## config.mk

```make
export PLATFORM = sky130hd
export DESIGN_NAME = ifd_top
export DESIGN_NICKNAME = d
export VERILOG_FILES = /design/src/core/ifd_pkg.sv /design/src/core/ifd_phase.sv /design/src/core/ifd_top.sv
export SDC_FILE = /design/constraint.sdc
export NUM_CORES = 1
export LEC_CHECK = 0
export BUFFER_PORTS_ARGS = -buffer_cell sky130_fd_sc_hd__buf_2
export CORE_UTILIZATION = 60
export CTS_BUF_LIST = sky130_fd_sc_hd__clkbuf_8
export DETAILED_ROUTE_END_ITERATION = 8
export GPL_ROUTABILITY_DRIVEN = 0
export PLACE_DENSITY = 0.87
export SLEW_MARGIN = 20
export SYNTH_ARGS = -nofsm -noshare
export SYNTH_HDL_FRONTEND = slang
export SYNTH_SLANG_ARGS = --single-unit
```

## constraint.sdc

```tcl
create_clock -name mclk -period 4.95 [get_ports mclk]
set_input_delay 0.99 -clock mclk [delete_from_list [all_inputs] [get_ports mclk]]
set_output_delay 0.99 -clock mclk [all_outputs]
set_load 0.02 [all_outputs]
```

## src/core/ifd_pkg.sv

```systemverilog
// Package of the instruction field decoder: field positions, encodings, states.
// Assumes a core that fetches one 14-bit word per instruction cycle.
package ifd_pkg;
  // ----------------------------------------------------------------------
  // Field layout
  // ----------------------------------------------------------------------
  localparam int IW_W = 14;
  localparam int FADDR_LSB = 0;
  localparam int FADDR_W = 7;
  localparam int BITPOS_LSB = 7;
  localparam int BITPOS_W = 3;
  localparam int DEST_POS = 7;
  localparam int PTRSEL_SHORT_POS = 2;
  localparam int PTRSEL_LONG_POS = 6;
  localparam int STYLE_LSB = 0;
  localparam int OFS_W = 6;
  localparam int PTR_W = 16;
  localparam int DIR_LSB = 0;
  localparam int DIR_W = 3;
  // Oscillator periods per instruction cycle, minus one.
  localparam logic [1:0] OSC_PER_ICYC_M1 = 2'h3;
  // ----------------------------------------------------------------------
  // Encodings
  // ----------------------------------------------------------------------
  localparam logic [13:0] ENC_PRESCALE = 14'h0062;
  localparam logic [13:0] ENC_STANDBY = 14'h0063;
  localparam logic [13:0] ENC_DIR_MASK = 14'h3FF8;
  localparam logic [13:0] ENC_DIR = 14'h0060;
  localparam logic [13:0] ENC_IND_MASK = 14'h3FF8;
  localparam logic [13:0] ENC_IND_LOAD = 14'h0010;
  localparam logic [13:0] ENC_IND_STORE = 14'h0018;
  localparam logic [13:0] ENC_PADD_MASK = 14'h3F80;
  localparam logic [13:0] ENC_PADD = 14'h3100;
  localparam logic [13:0] ENC_IDX_MASK = 14'h3F80;
  localparam logic [13:0] ENC_IDX_LOAD = 14'h3F00;
  localparam logic [13:0] ENC_IDX_STORE = 14'h3F80;
  localparam logic [13:0] ENC_FILE_MASK = 14'h3000;
  localparam logic [13:0] ENC_FILE = 14'h0000;
  localparam logic [13:0] ENC_BIT = 14'h1000;
  localparam logic [1:0] STYLE_PRE_INC = 2'h0;
  localparam logic [1:0] STYLE_PRE_DEC = 2'h1;
  localparam logic [1:0] STYLE_POST_INC = 2'h2;
  localparam logic [1:0] STYLE_POST_DEC = 2'h3;
  localparam logic [15:0] PTR_RST = 16'h0000;
  localparam logic [15:0] PTR_ONE = 16'h0001;
  // Operation codes presented to the datapath.
  typedef enum logic [3:0] {
    IFD_OP_OTHER = 4'h0, IFD_OP_PRESCALE = 4'h1, IFD_OP_STANDBY = 4'h2,
    IFD_OP_DIR = 4'h3, IFD_OP_PADD = 4'h4, IFD_OP_ILOAD = 4'h5,
    IFD_OP_ISTORE = 4'h6, IFD_OP_XLOAD = 4'h7, IFD_OP_XSTORE = 4'h8,
    IFD_OP_FILE = 4'h9, IFD_OP_BIT = 4'hA
  } ifd_op_t;
  // Sequencer states, one-hot.
  typedef enum logic [3:0] {
    IFD_ST_EXEC = 4'b0001, IFD_ST_FLUSH = 4'b0010, IFD_ST_EXTRA = 4'b0100,
    IFD_ST_IDLE = 4'b1000
  } ifd_state_t;
endpackage

```

## src/core/ifd_phase.sv

```systemverilog
// Phase counter: divides the oscillator clock into instruction cycles.
// Assumes a synchronised reset and a clock enable from the decoder top.
`timescale 1ns/10ps
module ifd_phase (
  input wire logic mclk,
  input wire logic rst_n,
  input wire logic ce,
  output logic icyc_end
);
  logic [1:0] ph_reg;
  logic [1:0] ph_next;
  // Count four oscillator periods per instruction cycle.
  always_comb begin
    ph_next = (ph_reg == ifd_pkg::OSC_PER_ICYC_M1) ? 2'h0 : ph_reg + 2'h1;
  end
  // Register the phase.
  always_ff @(posedge mclk or negedge rst_n) begin
    if (!rst_n) begin
      ph_reg <= 2'h0;
    end else if (ce) begin
      ph_reg <= ph_next;
    end
  end
  assign icyc_end = (ph_reg == ifd_pkg::OSC_PER_ICYC_M1);
endmodule // ifd_phase

```

## src/core/ifd_top.sv

```systemverilog
// Instruction field decoder of an 8-bit core: fields, pointers, cycle sequencing.
// Assumes words from program memory on the same clock and a datapath that
// performs the file access and flag updates that are asked for here.
`timescale 1ns/10ps
module ifd_top (
  input wire logic mclk,
  input wire logic arst_n,
  input wire logic ce,
  input wire logic [13:0] instr_word,
  input wire logic instr_valid,
  input wire logic pc_change,
  input wire logic cond_true,
  output logic instr_take,
  output logic [3:0] op_code,
  output logic [6:0] file_addr,
  output logic [2:0] bit_pos,
  output logic dest_file,
  output logic file_read,
  output logic file_write,
  output logic ptr_sel,
  output logic [1:0] update_style,
  output logic [2:0] dir_sel,
  output logic [15:0] eff_addr,
  output logic [15:0] pointer_reg0,
  output logic [15:0] pointer_reg1,
  output logic acc_load,
  output logic mem_store,
  output logic zero_flag_upd,
  output logic expiry_flag_upd,
  output logic sleep_flag_upd,
  output logic nop_cycle,
  output logic extra_cycle
);
  // ----------------------------------------------------------------------
  // Reset synchroniser and instruction cycle timing
  // ----------------------------------------------------------------------
  logic rst_s1_reg;
  logic rst_n_reg;
  logic icyc_end;
  // Release reset through two flip-flops.
  always_ff @(posedge mclk or negedge arst_n) begin
    if (!arst_n) begin
      rst_s1_reg <= 1'b0;
      rst_n_reg <= 1'b0;
    end else begin
      rst_s1_reg <= 1'b1;
      rst_n_reg <= rst_s1_reg;
    end
  end
  ifd_phase u_phase (
    .mclk(mclk),
    .rst_n(rst_n_reg),
    .ce(ce),
    .icyc_end(icyc_end)
  );
  // ----------------------------------------------------------------------
  // Decode functions
  // ----------------------------------------------------------------------
  // Masked comparison so that don't-care positions never matter.
  function automatic logic enc_hit(input logic [13:0] w, input logic [13:0] m,
                                   input logic [13:0] v);
    enc_hit = ((w & m) == v);
  endfunction
  // Classify one instruction word into an operation code.
  function automatic ifd_pkg::ifd_op_t classify(input logic [13:0] w);
    if (w == ifd_pkg::ENC_PRESCALE) begin
      classify = ifd_pkg::IFD_OP_PRESCALE;
    end else if (w == ifd_pkg::ENC_STANDBY) begin
      classify = ifd_pkg::IFD_OP_STANDBY;
    end else if (enc_hit(w, ifd_pkg::ENC_DIR_MASK, ifd_pkg::ENC_DIR)) begin
      classify = ifd_pkg::IFD_OP_DIR;
    end else if (enc_hit(w, ifd_pkg::ENC_IND_MASK, ifd_pkg::ENC_IND_LOAD)) begin
      classify = ifd_pkg::IFD_OP_ILOAD;
    end else if (enc_hit(w, ifd_pkg::ENC_IND_MASK, ifd_pkg::ENC_IND_STORE)) begin
      classify = ifd_pkg::IFD_OP_ISTORE;
    end else if (enc_hit(w, ifd_pkg::ENC_PADD_MASK, ifd_pkg::ENC_PADD)) begin
      classify = ifd_pkg::IFD_OP_PADD;
    end else if (enc_hit(w, ifd_pkg::ENC_IDX_MASK, ifd_pkg::ENC_IDX_LOAD)) begin
      classify = ifd_pkg::IFD_OP_XLOAD;
    end else if (enc_hit(w, ifd_pkg::ENC_IDX_MASK, ifd_pkg::ENC_IDX_STORE)) begin
      classify = ifd_pkg::IFD_OP_XSTORE;
    end else if (enc_hit(w, ifd_pkg::ENC_FILE_MASK, ifd_pkg::ENC_FILE) &&
                 (w[13:8] != 6'h00)) begin
      classify = ifd_pkg::IFD_OP_FILE;
    end else if (enc_hit(w, ifd_pkg::ENC_FILE_MASK, ifd_pkg::ENC_BIT)) begin
      classify = ifd_pkg::IFD_OP_BIT;
    end else begin
      classify = ifd_pkg::IFD_OP_OTHER;
    end
  endfunction
  // Sign-extend a six-bit literal to pointer width.
  function automatic logic [15:0] sext6(input logic [5:0] k);
    sext6 = {{10{k[5]}}, k};
  endfunction
  // ----------------------------------------------------------------------
  // Pointer registers and decoded fields
  // ----------------------------------------------------------------------
  logic [15:0] ptr_reg [2];
  logic [15:0] ptr_next [2];
  ifd_pkg::ifd_op_t op_reg;
  ifd_pkg::ifd_op_t op_next;
  logic [6:0] fa_reg, fa_next;
  logic [2:0] bp_reg, bp_next;
  logic df_reg, df_next;
  logic fr_reg, fr_next;
  logic fw_reg, fw_next;
  logic ps_reg, ps_next;
  logic [1:0] us_reg, us_next;
  logic [2:0] ds_reg, ds_next;
  logic [15:0] ea_reg, ea_next;
  logic al_reg, al_next;
  logic ms_reg, ms_next;
  logic zf_reg, zf_next;
  logic sf_reg, sf_next;
  logic tk_reg, tk_next;
  logic np_reg, np_next;
  logic ex_reg, ex_next;
  ifd_pkg::ifd_state_t st_reg;
  ifd_pkg::ifd_state_t st_next;
  logic take;
  ifd_pkg::ifd_op_t cls;
  logic sel;
  logic [15:0] cur;
  logic [15:0] upd;
  logic [15:0] addr;
  // Compute the next decoded word, pointer values and sequencer state.
  always_comb begin
    cls = classify(instr_word);
    sel = (cls == ifd_pkg::IFD_OP_PADD || cls == ifd_pkg::IFD_OP_XLOAD ||
           cls == ifd_pkg::IFD_OP_XSTORE) ? instr_word[ifd_pkg::PTRSEL_LONG_POS]
                                          : instr_word[ifd_pkg::PTRSEL_SHORT_POS];
    cur = ptr_reg[sel];
    upd = cur;
    addr = cur;
    ptr_next[0] = ptr_reg[0];
    ptr_next[1] = ptr_reg[1];
    op_next = op_reg;
    fa_next = fa_reg;
    bp_next = bp_reg;
    df_next = df_reg;
    ps_next = ps_reg;
    us_next = us_reg;
    ds_next = ds_reg;
    ea_next = ea_reg;
    fr_next = icyc_end ? 1'b0 : fr_reg;
    fw_next = icyc_end ? 1'b0 : fw_reg;
    al_next = icyc_end ? 1'b0 : al_reg;
    ms_next = icyc_end ? 1'b0 : ms_reg;
    zf_next = icyc_end ? 1'b0 : zf_reg;
    sf_next = icyc_end ? 1'b0 : sf_reg;
    np_next = icyc_end ? 1'b0 : np_reg;
    ex_next = icyc_end ? 1'b0 : ex_reg;
    tk_next = icyc_end ? 1'b0 : tk_reg;
    st_next = st_reg;
    take = 1'b0;
    if (icyc_end) begin
      case (st_reg)
        ifd_pkg::IFD_ST_EXEC, ifd_pkg::IFD_ST_IDLE: begin
          take = instr_valid;
          st_next = instr_valid ? ifd_pkg::IFD_ST_EXEC : ifd_pkg::IFD_ST_IDLE;
        end
        ifd_pkg::IFD_ST_FLUSH: begin
          np_next = 1'b1;
          st_next = ifd_pkg::IFD_ST_IDLE;
        end
        ifd_pkg::IFD_ST_EXTRA: begin
          ex_next = 1'b1;
          st_next = ifd_pkg::IFD_ST_IDLE;
        end
        default: begin
          st_next = ifd_pkg::IFD_ST_IDLE;
        end
      endcase
    end
    if (take) begin
      tk_next = 1'b1;
      op_next = cls;
      fa_next = instr_word[ifd_pkg::FADDR_LSB +: ifd_pkg::FADDR_W];
      bp_next = instr_word[ifd_pkg::BITPOS_LSB +: ifd_pkg::BITPOS_W];
      df_next = instr_word[ifd_pkg::DEST_POS];
      ps_next = sel;
      us_next = instr_word[ifd_pkg::STYLE_LSB +: 2];
      ds_next = instr_word[ifd_pkg::DIR_LSB +: ifd_pkg::DIR_W];
      // File operands always read first, then store where the result goes.
      fr_next = (cls == ifd_pkg::IFD_OP_FILE || cls == ifd_pkg::IFD_OP_BIT);
      fw_next = (cls == ifd_pkg::IFD_OP_BIT) ||
                (cls == ifd_pkg::IFD_OP_FILE && instr_word[ifd_pkg::DEST_POS]);
      sf_next = (cls == ifd_pkg::IFD_OP_STANDBY);
      case (cls)
        ifd_pkg::IFD_OP_PADD: begin
          upd = cur + sext6(instr_word[ifd_pkg::OFS_W-1:0]);
          ptr_next[sel] = upd;
        end
        ifd_pkg::IFD_OP_ILOAD, ifd_pkg::IFD_OP_ISTORE: begin
          // Pre styles move before the access, post styles after it.
          case (instr_word[1:0])
            ifd_pkg::STYLE_PRE_INC: begin
              upd = cur + ifd_pkg::PTR_ONE;
              addr = upd;
            end
            ifd_pkg::STYLE_PRE_DEC: begin
              upd = cur - ifd_pkg::PTR_ONE;
              addr = upd;
            end
            ifd_pkg::STYLE_POST_INC: begin
              upd = cur + ifd_pkg::PTR_ONE;
            end
            default: begin
              upd = cur - ifd_pkg::PTR_ONE;
            end
          endcase
          ptr_next[sel] = upd;
          al_next = (cls == ifd_pkg::IFD_OP_ILOAD);
          ms_next = (cls == ifd_pkg::IFD_OP_ISTORE);
          zf_next = (cls == ifd_pkg::IFD_OP_ILOAD);
          ea_next = addr;
          if (addr[ifd_pkg::PTR_W-1]) begin
            st_next = ifd_pkg::IFD_ST_EXTRA;
          end
        end
        ifd_pkg::IFD_OP_XLOAD, ifd_pkg::IFD_OP_XSTORE: begin
          addr = cur + sext6(instr_word[ifd_pkg::OFS_W-1:0]);
          ea_next = addr;
          al_next = (cls == ifd_pkg::IFD_OP_XLOAD);
          ms_next = (cls == ifd_pkg::IFD_OP_XSTORE);
          zf_next = (cls == ifd_pkg::IFD_OP_XLOAD);
          if (addr[ifd_pkg::PTR_W-1]) begin
            st_next = ifd_pkg::IFD_ST_EXTRA;
          end
        end
        default: begin
          ea_next = ea_reg;
        end
      endcase
      if (pc_change || cond_true) begin
        st_next = ifd_pkg::IFD_ST_FLUSH;
      end
    end
  end
  // Register decoded fields, pointers and state.
  always_ff @(posedge mclk or negedge rst_n_reg) begin
    if (!rst_n_reg) begin
      ptr_reg[0] <= ifd_pkg::PTR_RST;
      ptr_reg[1] <= ifd_pkg::PTR_RST;
      op_reg <= ifd_pkg::IFD_OP_OTHER;
      fa_reg <= 7'h00;
      bp_reg <= 3'h0;
      df_reg <= 1'b0;
      fr_reg <= 1'b0;
      fw_reg <= 1'b0;
      ps_reg <= 1'b0;
      us_reg <= 2'h0;
      ds_reg <= 3'h0;
      ea_reg <= 16'h0000;
      al_reg <= 1'b0;
      ms_reg <= 1'b0;
      zf_reg <= 1'b0;
      sf_reg <= 1'b0;
      tk_reg <= 1'b0;
      np_reg <= 1'b0;
      ex_reg <= 1'b0;
      st_reg <= ifd_pkg::IFD_ST_IDLE;
    end else if (ce) begin
      ptr_reg[0] <= ptr_next[0];
      ptr_reg[1] <= ptr_next[1];
      op_reg <= op_next;
      fa_reg <= fa_next;
      bp_reg <= bp_next;
      df_reg <= df_next;
      fr_reg <= fr_next;
      fw_reg <= fw_next;
      ps_reg <= ps_next;
      us_reg <= us_next;
      ds_reg <= ds_next;
      ea_reg <= ea_next;
      al_reg <= al_next;
      ms_reg <= ms_next;
      zf_reg <= zf_next;
      sf_reg <= sf_next;
      tk_reg <= tk_next;
      np_reg <= np_next;
      ex_reg <= ex_next;
      st_reg <= st_next;
    end
  end
  // ----------------------------------------------------------------------
  // Outputs
  // ----------------------------------------------------------------------
  // Every output comes from a register above.
  assign instr_take = tk_reg;
  assign op_code = op_reg;
  assign file_addr = fa_reg;
  assign bit_pos = bp_reg;
  assign dest_file = df_reg;
  assign file_read = fr_reg;
  assign file_write = fw_reg;
  assign ptr_sel = ps_reg;
  assign update_style = us_reg;
  assign dir_sel = ds_reg;
  assign eff_addr = ea_reg;
  assign pointer_reg0 = ptr_reg[0];
  assign pointer_reg1 = ptr_reg[1];
  assign acc_load = al_reg;
  assign mem_store = ms_reg;
  assign zero_flag_upd = zf_reg;
  assign expiry_flag_upd = sf_reg;
  assign sleep_flag_upd = sf_reg;
  assign nop_cycle = np_reg;
  assign extra_cycle = ex_reg;
endmodule // ifd_top

```

; Word-level counts from Yosys, hierarchy flattened
; Cells that the tools add are included.
[word_totals]
regBits = 86
inputBits = 20
out_inout_bits = 79
[classes]
addsub = 4
n_lt_le_gt_ge = 2
n_eq_ne = 24
muxes = 57
bitwise = 1
reduce_logical = 22
[op_table]
columns = op, n
row1 = $mux W16, 9
row2 = $mux W4, 17
row3 = $bwmux W32, 2
row4 = $pmux W16 S2, 2
row5 = $pmux W32 S2, 1
row6 = $eq A14 B7 Y1 const B, 2
row7 = $eq A11 B2 Y1 const B, 2
row8 = $eq A7 B7 Y1 const B, 3
row9 = $eq A4 B3 Y1 const B, 5
row10 = $mux W1, 20
row11 = $add A16 B1 Y16 const B, 1
row12 = $add A16 B16 Y16, 1
row13 = $demux W16 S1, 1
row14 = $eq A4 B4 Y1 const B, 4
row15 = $sub A16 B1 Y16 const B, 1
row16 = $logic_not A14 Y1, 1
row17 = $eq A11 B4 Y1 const B, 1
row18 = $eq A4 B2 Y1 const B, 2
row19 = $pmux W4 S2, 1
row20 = $reduce_or A2 Y1, 4
row21 = $pmux W1 S2, 3
row22 = $reduce_and A3 Y1, 2
row23 = $reduce_bool A2 Y1, 3
row24 = $reduce_bool A6 Y1, 1
row25 = 12 further kinds, 21

; Logic depth before layout (Yosys ltp)
[logic_depth]
word_depth = 27
mapped_depth = 20

; Hierarchy
; Synthesis repeated with hierarchy kept, for this count alone.
[hier_totals]
hier_cells = 637
area_unflattened_um2 = 5544.1
[by_module_without_submodules]
columns = module, n_inst, cells_per_inst, area_per_inst_um2
row1 = ifd_top, 1, 631, 5450.2
row2 = ifd_phase, 1, 6, 93.8

; Worst setup path before layout
; OpenSTA, ideal clock, no wires.
[synth_timing]
kind = input -> register
from = in instr_word[11]
to = reg ea_reg[14] (netlist: eff_addr[14])
t_arrival_ns = 5.236
path_slack_ns = -0.351
path_stages = 20
n_path_buf = 3
cell_sequence = or4_4 -> a21oi_2 -> mux2i_2 -> buf_6 -> buf_2 -> clkbuf_1 -> mux2i_1 -> inv_1 -> ha_1 -> inv_1 -> fa_1 -> nor2b_1 -> o31a_1 -> o41ai_1 -> a31oi_1 -> a31oi_1 -> xor2_1 -> or3_1 -> o311a_1 -> nand2_1
[synth_between]
elab_chain_cells = 24
[synth_rtl]
columns = item, line
row1 = "start, declared", ifd_top.sv:9  ; input wire logic [13:0] instr_word,
row2 = $reduce_bool A6 Y1, ifd_top.sv:83  ; (w[13:8] != 6'h00)) begin
row3 = $logic_and A1 B1 Y1, ifd_top.sv:82  ; end else if (enc_hit(w, ifd_pkg::ENC_FILE_MASK, ifd_pkg::ENC_FILE) &&
row4 = $mux W4, ifd_top.sv:82
row5 = $mux W4, ifd_top.sv:80  ; end else if (enc_hit(w, ifd_pkg::ENC_IDX_MASK, ifd_pkg::ENC_IDX_STORE)) begin
row6 = $mux W4, ifd_top.sv:78  ; end else if (enc_hit(w, ifd_pkg::ENC_IDX_MASK, ifd_pkg::ENC_IDX_LOAD)) begin
row7 = $mux W4, ifd_top.sv:76  ; end else if (enc_hit(w, ifd_pkg::ENC_PADD_MASK, ifd_pkg::ENC_PADD)) begin
row8 = $mux W4, ifd_top.sv:74  ; end else if (enc_hit(w, ifd_pkg::ENC_IND_MASK, ifd_pkg::ENC_IND_STORE)) begin
row9 = $mux W4, ifd_top.sv:72  ; end else if (enc_hit(w, ifd_pkg::ENC_IND_MASK, ifd_pkg::ENC_IND_LOAD)) begin
row10 = (+6 left out), n/a
row11 = $mux W1, ifd_top.sv:130  ; cls == ifd_pkg::IFD_OP_XSTORE) ? instr_word[ifd_pkg::PTRSEL_LONG_POS]
row12 = $not A1 Y2 (not written as such), ifd_top.sv:132  ; cur = ptr_reg[sel];
row13 = $mux W16 (not written as such) (3 in a row), ifd_top.sv:132
row14 = $sub A16 B1 Y16 / $add A16 B1 Y16 (equally long branches), "ifd_top.sv:202, ifd_top.sv:198"
row15 = $pmux W16 S2, ifd_top.sv:196  ; case (instr_word[1:0])
row16 = $mux W16, ifd_top.sv:189  ; case (cls)
row17 = $mux W16, ifd_top.sv:175  ; if (take) begin
row18 = $pmux W16 S2, ifd_top.sv:189
row19 = "end signal, assigned", ifd_top.sv:275  ; ea_reg <= ea_next;
row20 = "end, declared", ifd_top.sv:110  ; logic [15:0] ea_reg, ea_next;
; Mark *: on every way between the ends. The rest lies on a longest branch, timed or not. The select of a mux whose other input is x is not followed.
; A chain may end at the register's enable or synchronous reset.

; Worst setup path after layout
[layout_timing]
from = in instr_word[11]
to = reg ptr_reg, in the netlist pointer_reg0[14]
[layout_between]
elab_chain_cells = 25
[layout_rtl]
columns = item, line
row1 = $reduce_bool A6 Y1, ifd_top.sv:83
row2 = $logic_and A1 B1 Y1, ifd_top.sv:82
row3 = $mux W4, ifd_top.sv:82
row4 = $mux W4, ifd_top.sv:80
row5 = $mux W4, ifd_top.sv:78
row6 = $mux W4, ifd_top.sv:76
row7 = $mux W4, ifd_top.sv:74
row8 = $mux W4, ifd_top.sv:72
row9 = (+7 left out), n/a
row10 = $not A1 Y2 (not written as such), "ifd_top.sv:132, ifd_top.sv:192, ifd_top.sv:212"
row11 = $mux W16 (not written as such) (3 in a row), ifd_top.sv:132
row12 = $sub A16 B1 Y16 / $add A16 B1 Y16 (equally long branches), n/a
row13 = $mux W16, n/a
row14 = $mux W16, ifd_top.sv:189
row15 = $mux W16, ifd_top.sv:175
row16 = $bwmux W32, ifd_top.sv:212  ; ptr_next[sel] = upd;
row17 = $pmux W32 S2, ifd_top.sv:189
row18 = "end, declared", ifd_top.sv:98  ; logic [15:0] ptr_reg [2];
; Marked as above.

==> impl_metrics.env <==
export IMPL_p_leak_nw=3.16
export IMPL_grt_pass1_vias=5219
export IMPL_antenna_left=0
export IMPL_drc=0
export IMPL_drv_slew=0
export IMPL_cts_max_level=3
export IMPL_vias=5291
export IMPL_hold_buffers=0
export IMPL_grt_first_pass_wirelength_um=24300
export IMPL_placed_cell_area_mm2=0.00598
export IMPL_hold_viol=0
export IMPL_start_kind="input pin"
export IMPL_cp_required_ns=5.20
export IMPL_area_growth_pct=17.5
export IMPL_dp_cells=819
export IMPL_yosysTopAreaCellShare=0.375
export IMPL_critPathMaxFanout=23
export IMPL_synth_area_leader_cell="dfrtp_1"
export IMPL_fin_hold_ws_ns=0.300
export IMPL_worst_slack_ns=0.286
export IMPL_worstSetupPathType="input pin to register"
export IMPL_period_needed_ns=4.66
export IMPL_drt_iter0_drc=424
export IMPL_synthTopCellsByCount="nand2_1 (101), dfrtp_1 (79), nor2_1 (57), o21ai_0 (54), a21oi_1 (38)"
export IMPL_synth_compound_area_frac=0.175
export IMPL_clk_transition_reported_paths_ns=0.09
export IMPL_slowest_stage="or4_4"
export IMPL_antenna_cells=0
export IMPL_tightest_slew_ns=0.951
export IMPL_grt_max_degree=79
export IMPL_cts_tree="yes"
export IMPL_maxCapViolations=0
export IMPL_cts_made_buffers=9
export IMPL_cts_setup_buffers=0
export IMPL_powerDensity_mw_per_mm2=292
export IMPL_rsz0062_at_grt="false"
export IMPL_synth_top_family_by_area="simple AND/OR/NAND/NOR gates"
export IMPL_synth_ff_type="dfrtp_1"
export IMPL_drt_vias_per_instance=6.33
export IMPL_setup_viol=0
export IMPL_final_seq_area_mm2=0.00201
export IMPL_yosys_warnings=0
export IMPL_synth_mux_area_frac=0.0777
export IMPL_finish_utilization=0.742
export IMPL_cts_root_buf="clkbuf_8"
export IMPL_synthArstFlopShare=1.00
export IMPL_drive_gt1_frac=0.231
export IMPL_synth_xor_area_frac=0.0549
export IMPL_synth_cell_area_mm2=0.00527
export IMPL_dp_slack_ns=-0.0192
export IMPL_clock_latency_ns=0.38
export IMPL_ys_types=69
export IMPL_ys_top_cells_by_area="dfrtp_1 (38%), nand2_1 (7.2%), o21ai_0 (5.1%)"
export IMPL_clock_skew_final_ns=0.0163
export IMPL_die_x_um=95.7
export IMPL_syn_avg_cell_area_um2=8.45
export IMPL_io_pins=99
export IMPL_critPathMaxStageDelay_ns=0.56
export IMPL_clock_fmax_mhz=214
export IMPL_synthesis_nets=663
export IMPL_path_cells="buf_2, or4_4, a21oi_4, mux2i_4, buf_12, mux2i_2, inv_1, ha_1, inv_1, fa_1, nor2b_1, o31a_1, o41ai_2, a31oi_1, a31oi_1, xor2_1, nand2_1, o22ai_1, nor3_1"
export IMPL_end_kind="register"
export IMPL_multi_input_area_mm2=0.00306
export IMPL_io_buffer_count=98
export IMPL_overflow=0
export IMPL_tns_ns=0
export IMPL_synthCells=623
export IMPL_core_area_mm2=0.00834
export IMPL_fillers=620
export IMPL_synth_adder_area_share=0.0490
export IMPL_max_slew_margin_rel=0.365
export IMPL_synth_seq_area_share=0.380
export IMPL_final_area_mm2=0.00618
export IMPL_synth_seq_cells=80
export IMPL_cts_repair_resized=0
export IMPL_dp_hpwl_um=11300
export IMPL_synth_edf_count=0
export IMPL_routedWlPerCell_um=18.2
export IMPL_start_util=0.631
export IMPL_cts_sinks=80
export IMPL_first_pass_iters=8
export IMPL_nets=766
export IMPL_wl_um=15200
export IMPL_ir_worst_vdd_mv=0.160
export IMPL_yosys_area_share_simple=0.217
export IMPL_instances_no_fill=836
export IMPL_row_count=33
export IMPL_antenna_found_initial=0
export IMPL_hold_class="register to async pin"
export IMPL_die_h_um=95.7
export IMPL_crit_arrival_ns=4.91
export IMPL_finalCritPeriodShare=0.942
export IMPL_dieArea_mm2=0.00915
export IMPL_synthMostInstantiatedCell="nand2_1"
export IMPL_power_mw=1.81
export IMPL_clk_path_buf_depth=2
export IMPL_track_usage=0.352
export IMPL_status="finished, final reports clean"
==> per-layer routing <==
metal  wire length, um  vias up  global-route usage
met1              5650     2486               0.387
met4               924        0               0.250
met2              7430      288               0.594
li1                  -     2423                   -
met3              1240       94              0.0869
met5                 0        -                   0
==> report_power, final <==
part	internal (mW)	switching (mW)	leakage, nW
clock network	0.228	0.247	0.0962
registers	0.745	0.0673	1.08
logic	0.186	0.334	1.98
total	1.16	0.648	3.16
==> cell type report <==
cell class	instances	area share
clock buffer	9	0.0200
clock inverter	7	0.0103
inverter	20	0.0121
sequential	80	0.324
timing repair buffer	126	0.117
multi-input combinational	489	0.494
tap	105	0.0212
==> cells in the final DEF (no fill, tap or decap), types with 3 or more instances in the layout <==
cell type	n
ha_1	19
mux2i_1	22
mux2_2	10
o41ai_1	3
clkbuf_8	9
xor2_1	12
o21a_1	3
nand2_1	101
a31oi_1	11
dfrtp_1	78
o211ai_1	3
clkinv_2	3
o31ai_1	4
buf_2	98
and3_1	3
or4_1	6
nor2b_1	3
a21o_1	7
nand3_1	15
nor4_1	7
nor3_1	20
a211oi_1	3
inv_1	19
xnor2_1	21
or3_1	10
nor2_1	57
nand4_1	7
a21oi_1	38
buf_4	26
o22ai_1	4
o21ai_0	53
==> critical path: cells and delay by family <==
kind	cells	cell delay, ns
compound gates	6	1.38
xor+xnor	1	0.26
buf+inv	4	0.49
fa+ha+maj	2	0.44
mux	2	0.53
simple gates	4	0.83
==> worst paths after layout <==
kind                                  from          endpoint  slack, ns  cells past startpoint
min                              rst_n_reg      file_addr[2]       0.30                      0
max                         instr_word[11]  pointer_reg0[14]       0.29                     19
max in group asynchronous        rst_n_reg   pointer_reg0[1]       4.03                      1
max reg2reg                pointer_reg0[0]  pointer_reg0[14]       1.79                     14
min in group mclk               rst_s1_reg         rst_n_reg       0.36                      0
min reg2reg                      rst_n_reg      file_addr[2]       0.30                      0
==> cell families after synthesis <==
group                      Yosys count
and+or+nand+nor                    246
buffers and inverters               54
xor gates and xnor gates            33
adders and majority gates           20
AOI/OAI and AO/OA                  152
other                                1
muxes                               37
DFF                                 80
Note: power is estimated with default switching activity, not from simulation.
